[src/rtl/tmr_regs.vh]
`ifndef TMR_REGS_VH
`define TMR_REGS_VH

// ************************************************************
// Timing constants
// ************************************************************
// Base tick every 16 input clocks: prescaler terminal count
`define TMR_PRESCALE_LAST 4'hF
// Terminal value of the free-running up-counters
`define TMR_UP_MAX        16'hFFFF
// Least spacing of service writes, in base timer counts
`define TMR_WD_MIN_COUNTS 13'h1000
// Base timer overflows without a service write that raise the fault
`define TMR_WD_OVF_LIMIT  2'h2

// ************************************************************
// Clock source codes of the clock divider control
// ************************************************************
`define TMR_SRC_DIV       2'h0
`define TMR_SRC_PIN       2'h1
`define TMR_SRC_CASCADE   2'h2

// ************************************************************
// Software access select: bit 3 picks reload, bits 2:0 index
// ************************************************************
`define TMR_SEL_RELOAD_BIT 3
`define TMR_SEL_IDX_MSB    2
`define TMR_PAIR_COUNT     7

// ************************************************************
// Event pin configuration fields
// ************************************************************
`define TMR_EVT_POL_BIT   0
`define TMR_EVT_LEVEL_BIT 1

// ************************************************************
// Reset values
// ************************************************************
`define TMR_ZERO16        16'h0000
`define TMR_PORT_RESET    4'h0

`endif

[src/rtl/tmr_sync.v]
`timescale 1ns/1ps
`include "tmr_regs.vh"

// ************************************************************
// Two-stage synchroniser for a group of pin levels
// ************************************************************
module tmr_sync #(
  parameter W = 4
) (
  // Clock and reset
  input  wire         clk,
  input  wire         rst,
  // Pin side and clock side
  input  wire [W-1:0] pin_in,
  output reg  [W-1:0] pin_sync_q
);

  reg [W-1:0] meta_q;

  // First stage feeds only the second stage
  always @(posedge clk or posedge rst) begin
    if (rst) begin
      meta_q     <= {W{1'b0}};
      pin_sync_q <= {W{1'b0}};
    end else begin
      meta_q     <= pin_in;
      pin_sync_q <= meta_q;
    end
  end

endmodule // tmr_sync

[src/rtl/tmr_pair.v]
`timescale 1ns/1ps
`include "tmr_regs.vh"

// ************************************************************
// Down-counting timer with its reload register
// ************************************************************
module tmr_pair (
  // Clock and reset
  input  wire        clk,
  input  wire        rst,
  // Counting control
  input  wire        tick,
  input  wire        run,
  // Loads from software or capture logic
  input  wire        ld_timer,
  input  wire        ld_reload,
  input  wire [15:0] ld_val,
  // State
  output reg  [15:0] timer_q,
  output reg  [15:0] reload_q,
  output wire        underflow
);

  // Underflow is the count clock arriving at zero
  assign underflow = tick & run & (timer_q == `TMR_ZERO16);

  // Loads win over counting so a write is never half taken
  always @(posedge clk or posedge rst) begin
    if (rst) begin
      timer_q  <= `TMR_ZERO16;
      reload_q <= `TMR_ZERO16;
    end else begin
      if (ld_reload)
        reload_q <= ld_val;
      if (ld_timer)
        timer_q <= ld_val;
      else if (underflow)
        timer_q <= reload_q;
      else if (tick && run)
        timer_q <= timer_q - 16'h0001;
    end
  end

endmodule // tmr_pair

[src/rtl/tmr_top.v]
`timescale 1ns/1ps
`include "tmr_regs.vh"

// Function
// - Base timer counts up every 16 clocks
// - Base timer cannot be stopped or written
// - Three captures latch base timer on pins
// - Edge select per capture, optional interrupt
// - Mode bit turns pair one into captures
// - Second free timer captured on event pin
// - Event config selects mode and polarity
// - Timers two, three: pin or divided clock
// - Timer two may count timer three underflows
// - Timers one to seven reload on underflow
// - Software reads, writes, starts, stops pairs
// - Sync outputs plain or toggle on underflow
// - Four pulse pairs drive pulse port bits
// - Zero timer and reload toggle on every count tick
// - Mode control: run and interrupt bits
// - Pulse control: start, stop, interrupt bits
// - Port control: preset levels, sync enables
// - Fault on missing or too-frequent service
// - Fault on illegal address in single-chip
// - Any fault pulls open-drain fault low
// - Reset drives pulse port low
// - Base timer overflow wakes from idle
// - External access bit disables address check
// - Edge condition bits set pin polarity
module tmr_top (
  // Clock and reset
  input  wire        clk,
  input  wire        rst,
  // External pins
  input  wire        irq_pin_a,
  input  wire        irq_pin_b,
  input  wire        irq_pin_c,
  input  wire        event_irq_pin,
  input  wire        t2_clk_pin,
  input  wire        t3_clk_pin,
  // Timer mode control
  input  wire [2:0]  timer_run,
  input  wire        capture_mode,
  input  wire [3:0]  timer_int_en,
  input  wire [3:0]  timer_int_ack,
  // Capture and event configuration
  input  wire [2:0]  edge_condition_reg,
  input  wire [2:0]  capture_int_en,
  input  wire [2:0]  capture_int_ack,
  input  wire [1:0]  event_pin_config,
  input  wire        event_int_en,
  input  wire        event_int_ack,
  // Clock divider control
  input  wire [1:0]  t2_src_sel,
  input  wire        t3_src_sel,
  input  wire [3:0]  t2_div_sel,
  input  wire [3:0]  t3_div_sel,
  // Pulse timer control
  input  wire [3:0]  pulse_start,
  input  wire [3:0]  pulse_stop,
  input  wire [3:0]  pulse_int_en,
  input  wire [3:0]  pulse_int_ack,
  // Pulse port control
  input  wire        pulse_preset_wr,
  input  wire [3:0]  pulse_preset_val,
  input  wire [3:0]  pulse_sync_en,
  // Synchronous output control
  input  wire [3:0]  sync_toggle_mode,
  input  wire [3:0]  sync_plain_val,
  // Software access to timer and reload registers
  input  wire        sw_wr,
  input  wire [3:0]  sw_wr_sel,
  input  wire [15:0] sw_wr_data,
  input  wire [3:0]  sw_rd_sel,
  // Supervisor inputs
  input  wire        service_wr,
  input  wire        illegal_addr,
  input  wire        single_chip,
  input  wire        external_access_bit,
  // Timer state
  output reg  [15:0] base_timer_q,
  output reg  [15:0] event_base_timer_q,
  output reg  [15:0] capture_reg_a_q,
  output reg  [15:0] capture_reg_b_q,
  output reg  [15:0] capture_reg_c_q,
  output reg  [15:0] event_capture_reg_q,
  output reg  [15:0] sw_rd_data_q,
  // Interrupt latches and requests
  output reg  [3:0]  timer_int_q,
  output reg  [3:0]  pulse_int_q,
  output reg  [2:0]  capture_pend_q,
  output reg         event_pend_q,
  output reg         irq_q,
  // Output ports
  output reg  [3:0]  sync_out_q,
  output reg  [3:0]  pulse_out_q,
  // Idle wake and open-drain fault pin
  output reg         wake_q,
  output reg         fault_out_n_o_q,
  output reg         fault_out_n_oe_n_q
);

  // ************************************************************
  // Pin synchronisers and edge detection
  // ************************************************************
  wire [5:0] pin_s;
  reg  [5:0] pin_prev_q;
  wire [5:0] pin_rise;
  wire [5:0] pin_fall;

  // Every pin passes two flops first
  tmr_sync #(
    .W (6)
  ) u_sync (
    .clk        (clk),
    .rst        (rst),
    .pin_in     ({t3_clk_pin, t2_clk_pin, event_irq_pin,
                  irq_pin_c, irq_pin_b, irq_pin_a}),
    .pin_sync_q (pin_s)
  );

  // Edge history taken after the synchroniser
  always @(posedge clk or posedge rst) begin
    if (rst) begin
      pin_prev_q <= 6'h00;
    end else begin
      pin_prev_q <= pin_s;
    end
  end

  // One pulse per edge, never repeated
  assign pin_rise = pin_s & ~pin_prev_q;
  assign pin_fall = ~pin_s & pin_prev_q;

  // ************************************************************
  // Capture event selection
  // ************************************************************
  wire [2:0] cap_evt;
  wire       evt_edge;
  wire       evt_level;
  wire       evt_hit;

  // Polarity bit per pin: one picks rising
  assign cap_evt = (edge_condition_reg & pin_rise[2:0]) |
                   (~edge_condition_reg & pin_fall[2:0]);

  // Event pin: edge or level, high or low
  assign evt_edge  = event_pin_config[`TMR_EVT_POL_BIT] ?
                     pin_rise[3] : pin_fall[3];
  assign evt_level = ~(pin_s[3] ^ event_pin_config[`TMR_EVT_POL_BIT]);
  assign evt_hit   = event_pin_config[`TMR_EVT_LEVEL_BIT] ?
                     evt_level : evt_edge;

  // ************************************************************
  // Base prescaler and free-running up-counters
  // ************************************************************
  reg  [3:0]  pre_q;
  wire        base_tick;
  wire        base_ovf;

  // Shared divide-by-16 tick
  assign base_tick = (pre_q == `TMR_PRESCALE_LAST);
  assign base_ovf  = base_tick & (base_timer_q == `TMR_UP_MAX);

  // No write or stop path exists by design
  always @(posedge clk or posedge rst) begin
    if (rst) begin
      pre_q              <= 4'h0;
      base_timer_q       <= `TMR_ZERO16;
      event_base_timer_q <= `TMR_ZERO16;
      wake_q             <= 1'b0;
    end else begin
      pre_q <= pre_q + 4'h1;
      if (base_tick) begin
        base_timer_q       <= base_timer_q + 16'h0001;
        event_base_timer_q <= event_base_timer_q + 16'h0001;
      end
      wake_q <= base_ovf; // Idle exit pulse
    end
  end

  // ************************************************************
  // Internal divider for timers two and three
  // ************************************************************
  reg  [15:0] div_q;
  wire [15:0] t2_mask;
  wire [15:0] t3_mask;
  wire        t2_div_tick;
  wire        t3_div_tick;

  // Tick when the low selected bits are all ones
  assign t2_mask = (16'h0002 << t2_div_sel) - 16'h0001;
  assign t3_mask = (16'h0002 << t3_div_sel) - 16'h0001;
  assign t2_div_tick = ((div_q & t2_mask) == t2_mask);
  assign t3_div_tick = ((div_q & t3_mask) == t3_mask);

  always @(posedge clk or posedge rst) begin
    if (rst) begin
      div_q <= `TMR_ZERO16;
    end else begin
      div_q <= div_q + 16'h0001;
    end
  end

  // ************************************************************
  // Seven timer and reload pairs
  // ************************************************************
  wire [6:0]   pair_tick;
  wire [6:0]   pair_run;
  wire [6:0]   pair_uf;
  wire [111:0] pair_timer;
  wire [111:0] pair_reload;
  reg  [3:0]   pulse_run_q;
  reg          t2_tick;
  wire         t3_tick;

  // Timer three: pin edge or divided clock
  assign t3_tick = t3_src_sel ? pin_rise[5] : t3_div_tick;

  // Timer two adds cascade from timer three
  always @* begin
    case (t2_src_sel)
      `TMR_SRC_DIV:     t2_tick = t2_div_tick;
      `TMR_SRC_PIN:     t2_tick = pin_rise[4];
      `TMR_SRC_CASCADE: t2_tick = pair_uf[2];
      default:          t2_tick = t2_div_tick;
    endcase
  end

  // Pair one stops counting while it serves as captures
  assign pair_tick = {{4{base_tick}}, t3_tick, t2_tick, base_tick};
  assign pair_run  = {pulse_run_q, timer_run[2:1],
                      timer_run[0] & ~capture_mode};

  genvar gi;
  generate
    for (gi = 0; gi < `TMR_PAIR_COUNT; gi = gi + 1) begin : g_pair
      wire        sw_hit;
      wire        cap_t;
      wire        cap_r;

      // Software write decode
      assign sw_hit = sw_wr &&
                      (sw_wr_sel[`TMR_SEL_IDX_MSB:0] == gi);
      // Pair one in capture mode: reload takes pin a, timer pin b
      assign cap_t = (gi == 0) && capture_mode && cap_evt[1];
      assign cap_r = (gi == 0) && capture_mode && cap_evt[0];

      // Count down and reload on underflow
      tmr_pair u_pair (
        .clk       (clk),
        .rst       (rst),
        .tick      (pair_tick[gi]),
        .run       (pair_run[gi]),
        .ld_timer  (cap_t |
                    (sw_hit & ~sw_wr_sel[`TMR_SEL_RELOAD_BIT])),
        .ld_reload (cap_r |
                    (sw_hit & sw_wr_sel[`TMR_SEL_RELOAD_BIT])),
        .ld_val    ((cap_t | cap_r) ? base_timer_q : sw_wr_data),
        .timer_q   (pair_timer[gi*16 +: 16]),
        .reload_q  (pair_reload[gi*16 +: 16]),
        .underflow (pair_uf[gi])
      );
    end
  endgenerate

  // ************************************************************
  // Capture registers
  // ************************************************************
  // Registers a and b mirror pair one while in capture mode
  always @(posedge clk or posedge rst) begin
    if (rst) begin
      capture_reg_a_q     <= `TMR_ZERO16;
      capture_reg_b_q     <= `TMR_ZERO16;
      capture_reg_c_q     <= `TMR_ZERO16;
      event_capture_reg_q <= `TMR_ZERO16;
    end else begin
      if (cap_evt[0])
        capture_reg_a_q <= base_timer_q;
      if (cap_evt[1])
        capture_reg_b_q <= base_timer_q;
      if (cap_evt[2])
        capture_reg_c_q <= base_timer_q;
      if (evt_hit)
        event_capture_reg_q <= event_base_timer_q;
    end
  end

  // ************************************************************
  // Software read path
  // ************************************************************
  wire [2:0] rd_idx;
  assign rd_idx = sw_rd_sel[`TMR_SEL_IDX_MSB:0];

  // Registered read, one cycle behind the select
  always @(posedge clk or posedge rst) begin
    if (rst) begin
      sw_rd_data_q <= `TMR_ZERO16;
    end else if (rd_idx == 3'h7) begin
      sw_rd_data_q <= `TMR_ZERO16;
    end else if (sw_rd_sel[`TMR_SEL_RELOAD_BIT]) begin
      sw_rd_data_q <= pair_reload[rd_idx*16 +: 16];
    end else begin
      sw_rd_data_q <= pair_timer[rd_idx*16 +: 16];
    end
  end

  // ************************************************************
  // Pulse timer run state
  // ************************************************************
  // Stop wins when both arrive together
  always @(posedge clk or posedge rst) begin
    if (rst) begin
      pulse_run_q <= 4'h0;
    end else begin
      pulse_run_q <= (pulse_run_q | pulse_start) & ~pulse_stop;
    end
  end

  // ************************************************************
  // Interrupt latches
  // ************************************************************
  wire [3:0] timer_evt;
  assign timer_evt = {pair_uf[2:0], base_ovf};

  // Hardware set beats software acknowledge in the same cycle
  always @(posedge clk or posedge rst) begin
    if (rst) begin
      timer_int_q    <= 4'h0;
      pulse_int_q    <= 4'h0;
      capture_pend_q <= 3'h0;
      event_pend_q   <= 1'b0;
      irq_q          <= 1'b0;
    end else begin
      timer_int_q    <= timer_evt |
                        (timer_int_q & ~timer_int_ack);
      pulse_int_q    <= pair_uf[6:3] |
                        (pulse_int_q & ~pulse_int_ack);
      capture_pend_q <= cap_evt |
                        (capture_pend_q & ~capture_int_ack);
      event_pend_q   <= evt_hit | (event_pend_q & ~event_int_ack);
      irq_q          <= |(timer_int_q & timer_int_en) |
                        |(pulse_int_q & pulse_int_en) |
                        |(capture_pend_q & capture_int_en) |
                        (event_pend_q & event_int_en);
    end
  end

  // ************************************************************
  // Synchronous outputs and pulse port
  // ************************************************************
  // Sync outputs follow timer two underflows when selected
  always @(posedge clk or posedge rst) begin
    if (rst) begin
      sync_out_q <= `TMR_PORT_RESET;
    end else begin
      sync_out_q <= (sync_toggle_mode &
                     (sync_out_q ^ {4{pair_uf[1]}})) |
                    (~sync_toggle_mode & sync_plain_val);
    end
  end

  // Preset overrides toggling; reset leaves the port low
  always @(posedge clk or posedge rst) begin
    if (rst) begin
      pulse_out_q <= `TMR_PORT_RESET;
    end else if (pulse_preset_wr) begin
      pulse_out_q <= pulse_preset_val;
    end else begin
      pulse_out_q <= pulse_out_q ^
                     (pulse_sync_en & pair_uf[6:3]);
    end
  end

  // ************************************************************
  // Supervisor
  // ************************************************************
  reg  [1:0]  wd_ovf_q;
  reg  [12:0] wd_since_q;
  reg         wd_armed_q;
  reg         fault_q;
  wire        wd_too_soon;
  wire        wd_starved;
  wire        wd_bad_addr;

  // First service after reset only arms the spacing check
  assign wd_too_soon = service_wr & wd_armed_q &
                       (wd_since_q < `TMR_WD_MIN_COUNTS);
  assign wd_starved  = (wd_ovf_q == `TMR_WD_OVF_LIMIT);
  // Expanded access masks the address
  assign wd_bad_addr = illegal_addr & single_chip & ~external_access_bit;

  always @(posedge clk or posedge rst) begin
    if (rst) begin
      wd_ovf_q   <= 2'h0;
      wd_since_q <= 13'h0000;
      wd_armed_q <= 1'b0;
      fault_q    <= 1'b0;
    end else begin
      if (service_wr) begin
        wd_ovf_q   <= 2'h0;
        wd_since_q <= 13'h0000;
        wd_armed_q <= 1'b1;
      end else begin
        if (base_ovf && !wd_starved)
          wd_ovf_q <= wd_ovf_q + 2'h1;
        // Saturate so a long gap never wraps into too soon
        if (base_tick && (wd_since_q < `TMR_WD_MIN_COUNTS))
          wd_since_q <= wd_since_q + 13'h0001;
      end
      // Sticky until reset
      if (wd_too_soon || wd_starved || wd_bad_addr)
        fault_q <= 1'b1;
    end
  end

  // Open drain: data low, enable low while pulling
  always @(posedge clk or posedge rst) begin
    if (rst) begin
      fault_out_n_o_q    <= 1'b0;
      fault_out_n_oe_n_q <= 1'b1;
    end else begin
      fault_out_n_o_q    <= 1'b0;
      fault_out_n_oe_n_q <= ~fault_q;
    end
  end

endmodule // tmr_top

[config.mk]
export PLATFORM = sky130hd
export DESIGN_NAME = tmr_top
export DESIGN_NICKNAME = d
export VERILOG_FILES = /design/src/rtl/tmr_sync.v /design/src/rtl/tmr_pair.v /design/src/rtl/tmr_top.v
export VERILOG_INCLUDE_DIRS = /design/src /design/src/rtl
export SDC_FILE = /design/constraint.sdc
export NUM_CORES = 1
export LEC_CHECK = 0
export ABC_AREA = 1
export BUFFER_PORTS_ARGS = -buffer_cell sky130_fd_sc_hd__buf_2
export CORE_UTILIZATION = 60
export CTS_CLUSTER_SIZE = 40
export DETAILED_ROUTE_END_ITERATION = 8
export GPL_TIMING_DRIVEN = 0
export PLACE_DENSITY = 0.84
export SYNTH_ARGS = -nofsm -noshare
export SYNTH_HDL_FRONTEND = slang
export SYNTH_HIERARCHICAL = 1
export SYNTH_SLANG_ARGS = --single-unit
[constraint.sdc]
create_clock -name clk -period 17.2 [get_ports clk]
set_clock_uncertainty 0.1 [all_clocks]
set_input_delay 3.44 -clock clk [delete_from_list [all_inputs] [get_ports clk]]
set_output_delay 3.44 -clock clk [all_outputs]
set_load 0.05 [all_outputs]
# Word level (Yosys, flattened, before mapping)
# Cells that the tools add are included.
[word_totals]
reg_bits = 418
in_bits = 106
elab_cells = 230
[op_classes]
addsub = 15
magnitude_cmp = 1
eq_ne = 14
shifts = 4
muxes = 33
n_bitwise = 82
n_reduce_logical = 41
[op_table]
columns = ["cell", "n"]
rows = [
  ["16-bit two-way mux", 24],
  ["112-bit by 8-bit variable part select with 16-bit output", 2],
  ["16-bit by 1-bit subtractor with 16-bit output (second input constant)", 9],
  ["16-bit logical NOT", 7],
  ["16-bit by 1-bit adder with 16-bit output (second input constant)", 3],
  ["1-bit bitwise AND", 36],
  ["4-bit bitwise AND", 9],
  ["16-bit bitwise AND", 2],
  ["16-bit equality test", 2],
  ["2-bit by 4-bit << shifter with 16-bit output (first input constant)", 2],
  ["13-bit two-way mux", 2],
  ["3-bit nonzero test", 7],
  ["4-bit inverter", 5],
  ["1-bit logical AND", 18],
  ["16-bit equality test (second input constant)", 1],
  ["4-bit bitwise OR", 4],
  ["13-bit by 1-bit adder with 13-bit output (second input constant)", 1],
  ["13-bit < comparator (second input constant)", 1],
  ["3-bit bitwise AND", 4],
  ["3-bit equality test (second input constant)", 4],
  ["4-bit OR reduction", 2],
  ["4-bit XOR", 2],
  ["1-bit bitwise OR", 7],
  ["6-bit bitwise AND", 1],
  ["other kinds (21)", 35],
]

# Logic depth before layout (Yosys ltp)
[logic_depth]
ltp_word = 13
depth_mapped = 28
depth_no_buf = 25

# Modules after synthesis
# The synthesis kept the hierarchy.
[modules_own_cells]
columns = ["module", "instances", "cells_per_inst", "area_each_um2", "seq_area_each_um2"]
rows = [
  ["tmr_pair", 7, 292, 2003.2, 800.8],
  ["tmr_top", 1, 1312, 10292.4, 4555.6],
  ["tmr_sync", 1, 13, 304.0, 300.3],
]

# Worst setup path before layout
# Ideal clock, no wire load.
[synth_timing]
path_kind = "input to register"
start = "input port t3_div_sel[3]"
end = "register sync_out_q[0]"
setup_time_ps = 126
arrival_ps = 6497
required_time_ps = 16974
setup_slack_ps = 10477
path_stages = 28
path_buffers = 4
path_cell_list = "buf_2 > nor2_2 > nand3_1 > ha_1 > nor2_1 > nor2_1 > nand3_1 > nor2_1 > nand2_1 > nor2_1 > nand2_1 > nand2_1 > nand3_1 > nor2_4 > nand2_2 > buf_6 > inv_1 > nand2_1 > a21o_1 > nand2_1 > nand3_1 > nor2_4 > nand2_2 > buf_6 > inv_1 > clkbuf_1 > xnor2_1 > a21oi_1"
[synth_via]
elab_chain_len = 13
[synth_rtl]
columns = ["item", "line_no", "source"]
rows = [
  ["start, declared", "tmr_top.v:56", "input wire [3:0] t3_div_sel,"],
  ["2-bit by 4-bit << shifter with 16-bit output *", "tmr_top.v:192", "assign t3_mask = (16'h0002 << t3_div_sel) - 16'h0001;"],
  ["16-bit by 1-bit subtractor with 16-bit output *", "tmr_top.v:192", ""],
  ["16-bit bitwise AND", "tmr_top.v:194", "assign t3_div_tick = ((div_q & t3_mask) == t3_mask);"],
  ["16-bit equality test *", "tmr_top.v:194", ""],
  ["1-bit two-way mux *", "tmr_top.v:217", "assign t3_tick = t3_src_sel ? pin_rise[5] : t3_div_tick;"],
  ["via t3_tick", "tmr_top.v:214", "wire t3_tick;"],
  ["1-bit bitwise AND * (2 in series)", "tmr_pair.v:25", "assign underflow = tick & run & (timer_q == `TMR_ZERO16);"],
  ["via pair_uf[2]", "tmr_top.v:209", "wire [6:0] pair_uf;"],
  ["1-bit case mux with 2 select lines *", "tmr_top.v:221", "case (t2_src_sel)"],
  ["via t2_tick", "tmr_top.v:213", "reg t2_tick;"],
  ["1-bit bitwise AND * (2 in series)", "tmr_pair.v:25", ""],
  ["via pair_uf[1]", "tmr_top.v:209", ""],
  ["4-bit XOR *", "tmr_top.v:357", "(sync_out_q ^ {4{pair_uf[1]}})) |"],
  ["4-bit bitwise AND *", "tmr_top.v:356", "sync_out_q <= (sync_toggle_mode &"],
  ["4-bit bitwise OR *", "tmr_top.v:357", ""],
  ["end signal, assigned", "tmr_top.v:354", "sync_out_q <= `TMR_PORT_RESET;"],
  ["end signal, assigned", "tmr_top.v:356", ""],
  ["end, declared", "tmr_top.v:94", "output reg [3:0] sync_out_q,"],
]
# Mark *: on every way through the listed nets, which the timed path passes. The rest lies on a longest branch.
# A chain may end at the register's enable or synchronous reset.

# Final worst setup path
# Same ends and word-level chain as after synthesis.

==> results.yml <==
yosys:
  synth_ff_type: "dfrtp_1"
  yosys_warnings: 6
  synth_top_area_frac: 0.424
  ys_ff_latch: 418
  synth_nets: 3492
  syn_avg_cell_area_um2: 7.31
  synth_area_leaders: "dfrtp_1 (42%), nand2_1 (13%), o21ai_0 (7.0%), inv_1 (7.0%), nand3_1 (6.4%)"
  synth_edf_count: 0
  ys_top_cells_by_count: "nand2_1 (857), inv_1 (456), dfrtp_1 (417)"
  synth_largest_area_cell: "dfrtp_1"
  synth_cell_types: 52
  ys_async_sr_fraction: 1.00
  ys_seq_area_frac: 0.425
  syn_area_um2: 24600
  synth_most_common_cell: "nand2_1"
  syn_inst: 3369
grt:
  antenna_found_initial: 2
  grt_pass1_wl_mm: 126
  grt_remaining_overflow: 0
  track_usage: 0.392
  grt_max_degree: 118
  grt_pass1_vias: 23100
route:
  wirelength_mm: 81.4
  drc: 0
  first_pass_iters: 6
  antenna_left: 0
  drt_iter0_drc: 2571
  viasPerCell: 5.79
  wl_per_cell_um: 19.3
  vias: 24400
timing:
  fin_crit_sh: 0.431
  hold_viol: 0
  worstMarginPinSlew_ps: 747
  slew_headroom: 0.498
  drv_slew: 0
  fmax_mhz: 135
  hold_ws_ps: 247
  setup_viol: 0
  tns_ps: 0
  grt_setup_unrepaired: "false"
  period_needed_ps: 7410
critical_path:
  rrSetupSlack_ps: 12920
  arrival_ps: 7790
  endpoint: "sync_out_q[0]"
  worstSetupEndpointType: "flop"
  cp_common_cell: "nand2_1"
  rr_worst_depth: 26
  slowest_stage: "ha_1"
  r2r-end: "sync_out_q[0]"
  r2r_start: "div_q[0]"
  startpoint: "t3_div_sel[3]"
  worstPathMaxFanout: 10
  required_ps: 17580
  slowest_delay_ps: 310
  critPathKind: "in2reg"
  cp-start-kind: "input pin"
clocking:
  clkTransAtPathRegs_ps: 60
  numCtsBuffers: 46
  cts_resized: 0
  clk_path_buf_depth: 3
  post_cts_buffers: 0
  cts_hold_buf: 0
  clk_latency_ps: 600
  cts-root-buf: "clkbuf_16"
  cts_sinks: 418
  htree_levels: 2
  cts_tree: "built"
power:
  power_w: 0.00327
  powerDensity_nw_per_um2: 116
  p_leak_nw: 14.3
  vdd_drop_max_mv: 0.0974
floorplanning:
  die_w_um: 205
  die_area_um2: 41800
  rows: 73
  ios: 242
  core_um2: 40100
  dieHeight_um: 205
  start_util: 0.614
layout:
  drive_above_1_share: 0.146
  area_growth_pct: 14.8
  fin_nets: 3782
worst_hold_path:
  hp-class: "reg2reg"
run:
  drv_cap: 0
outcome:
  outcome: "completed"
placement:
  io_buffers: 236
  hpwl_mm: 58.5
  place_congestion: 1.00
-- worst min-delay path by stage --
| stage | slack (ps) | start | cells after the start | end |
|---|---|---|---|---|
| 2_1_floorplan | 230 | u_sync/meta_q[0] | 0 | u_sync/pin_sync_q[0] |
| 3_3_place_gp | 230 | u_sync/meta_q[0] | 0 | u_sync/pin_sync_q[0] |
| 3_5_place_dp | 240 | u_sync/meta_q[0] | 0 | u_sync/pin_sync_q[0] |
| 4_1_cts | 250 | u_sync/meta_q[0] | 0 | u_sync/pin_sync_q[0] |
| 5_1_grt | 250 | u_sync/meta_q[0] | 0 | u_sync/pin_sync_q[0] |
| 6_report | 250 | u_sync/meta_q[0] | 0 | u_sync/pin_sync_q[0] |
-- sequential cells by signal, indices dropped and copies added, names as in the netlist, 6 cells and up --
signal / count
div_q: 16
capture_reg_c_q: 16
pin_prev_q: 6
capture_reg_b_q: 16
event_base_timer_q: 16
wd_since_q: 13
g_pair.u_pair/timer_q: 112
sw_rd_data_q: 16
u_sync/pin_sync_q: 6
event_capture_reg_q: 16
capture_reg_a_q: 16
base_timer_q: 16
u_sync/meta_q: 6
g_pair.u_pair/reload_q: 112
-- through the flow --
stage	worst slack [ps]	cells	util	cell area, um^2
after detailed placement	9320	4131	0.661	26500
after global placement	6150	4130	0.660	26500
after global routing	9570	4221	0.705	28300
after floorplan	8720	3369	-	24600
after CTS	9920	4216	0.701	28100
final	9790	4223	0.705	28300
-- per-layer routing --
layer | wire length, um | up-vias | track usage
li1 | - | 11300 | -
met4 | 4560 | 2 | 0.194
met2 | 35600 | 1403 | 0.600
met3 | 8920 | 295 | 0.0826
met1 | 32200 | 11400 | 0.528
met5 | 13 | - | 0
-- critical path: cells and delay by family --
family | cells | cell delay [ps]
AO/OA/AOI/OAI | 2 | 270
XOR/XNOR | 1 | 170
adder cells (fa/ha/maj) | 1 | 310
buffers and inverters | 6 | 1000
AND/OR/NAND/NOR | 18 | 2560
-- logic make-up (layout without fill, tap and decap cells) --
| logic type | count (synthesis) | in the layout | share of synthesized area |
|---|---|---|---|
| AOI/OAI and AO/OA | 532 | 532 | 0.118 |
| other | 1 | 3 | 0.000152 |
| muxes | 28 | 28 | 0.0128 |
| buffers and inverters | 602 | 929 | 0.102 |
| xor gates and xnor gates | 73 | 73 | 0.0260 |
| and+or+nand+nor | 1698 | 1698 | 0.308 |
| DFF | 418 | 418 | 0.425 |
| adders and majority gates | 17 | 17 | 0.00864 |
-- report_power, final --
part           switching, W  leakage (nW)  internal [W]
registers          0.000196          5.24       0.00114
clock network      0.000435         0.793      0.000627
logic              0.000593          8.28      0.000276
total               0.00122          14.3       0.00205
-- cell type report --
cell class,instances,area (um^2)
Timing Repair Buffer,242,1350
Clock buffer,62,1340
Clock inverter,23,290
Tap cell,525,657
Fill cell,3255,11800
Buffer,135,758
Inverter,467,1760
Multi-Input combinational cell,2349,11600
Antenna cell,2,5.00
Sequential cell,418,10500
-- cell usage in the layout (no fill, tap or decap), types with 14 or more instances in the layout --
cell type / count
nand2_1: 857
inv_1: 448
dfrtp_1: 417
nor2_1: 377
o21ai_0: 344
nand3_1: 315
buf_2: 269
clkbuf_1: 69
a21oi_1: 64
xor2_1: 51
clkbuf_16: 47
nand3_2: 38
o22ai_1: 31
o21ai_1: 27
mux2_2: 26
nor2_2: 25
o221ai_1: 24
xnor2_1: 22
buf_6: 21
o21bai_1: 21
nand4_1: 17
ha_1: 17
buf_4: 14
Note: power is estimated with default switching activity, not from simulation.
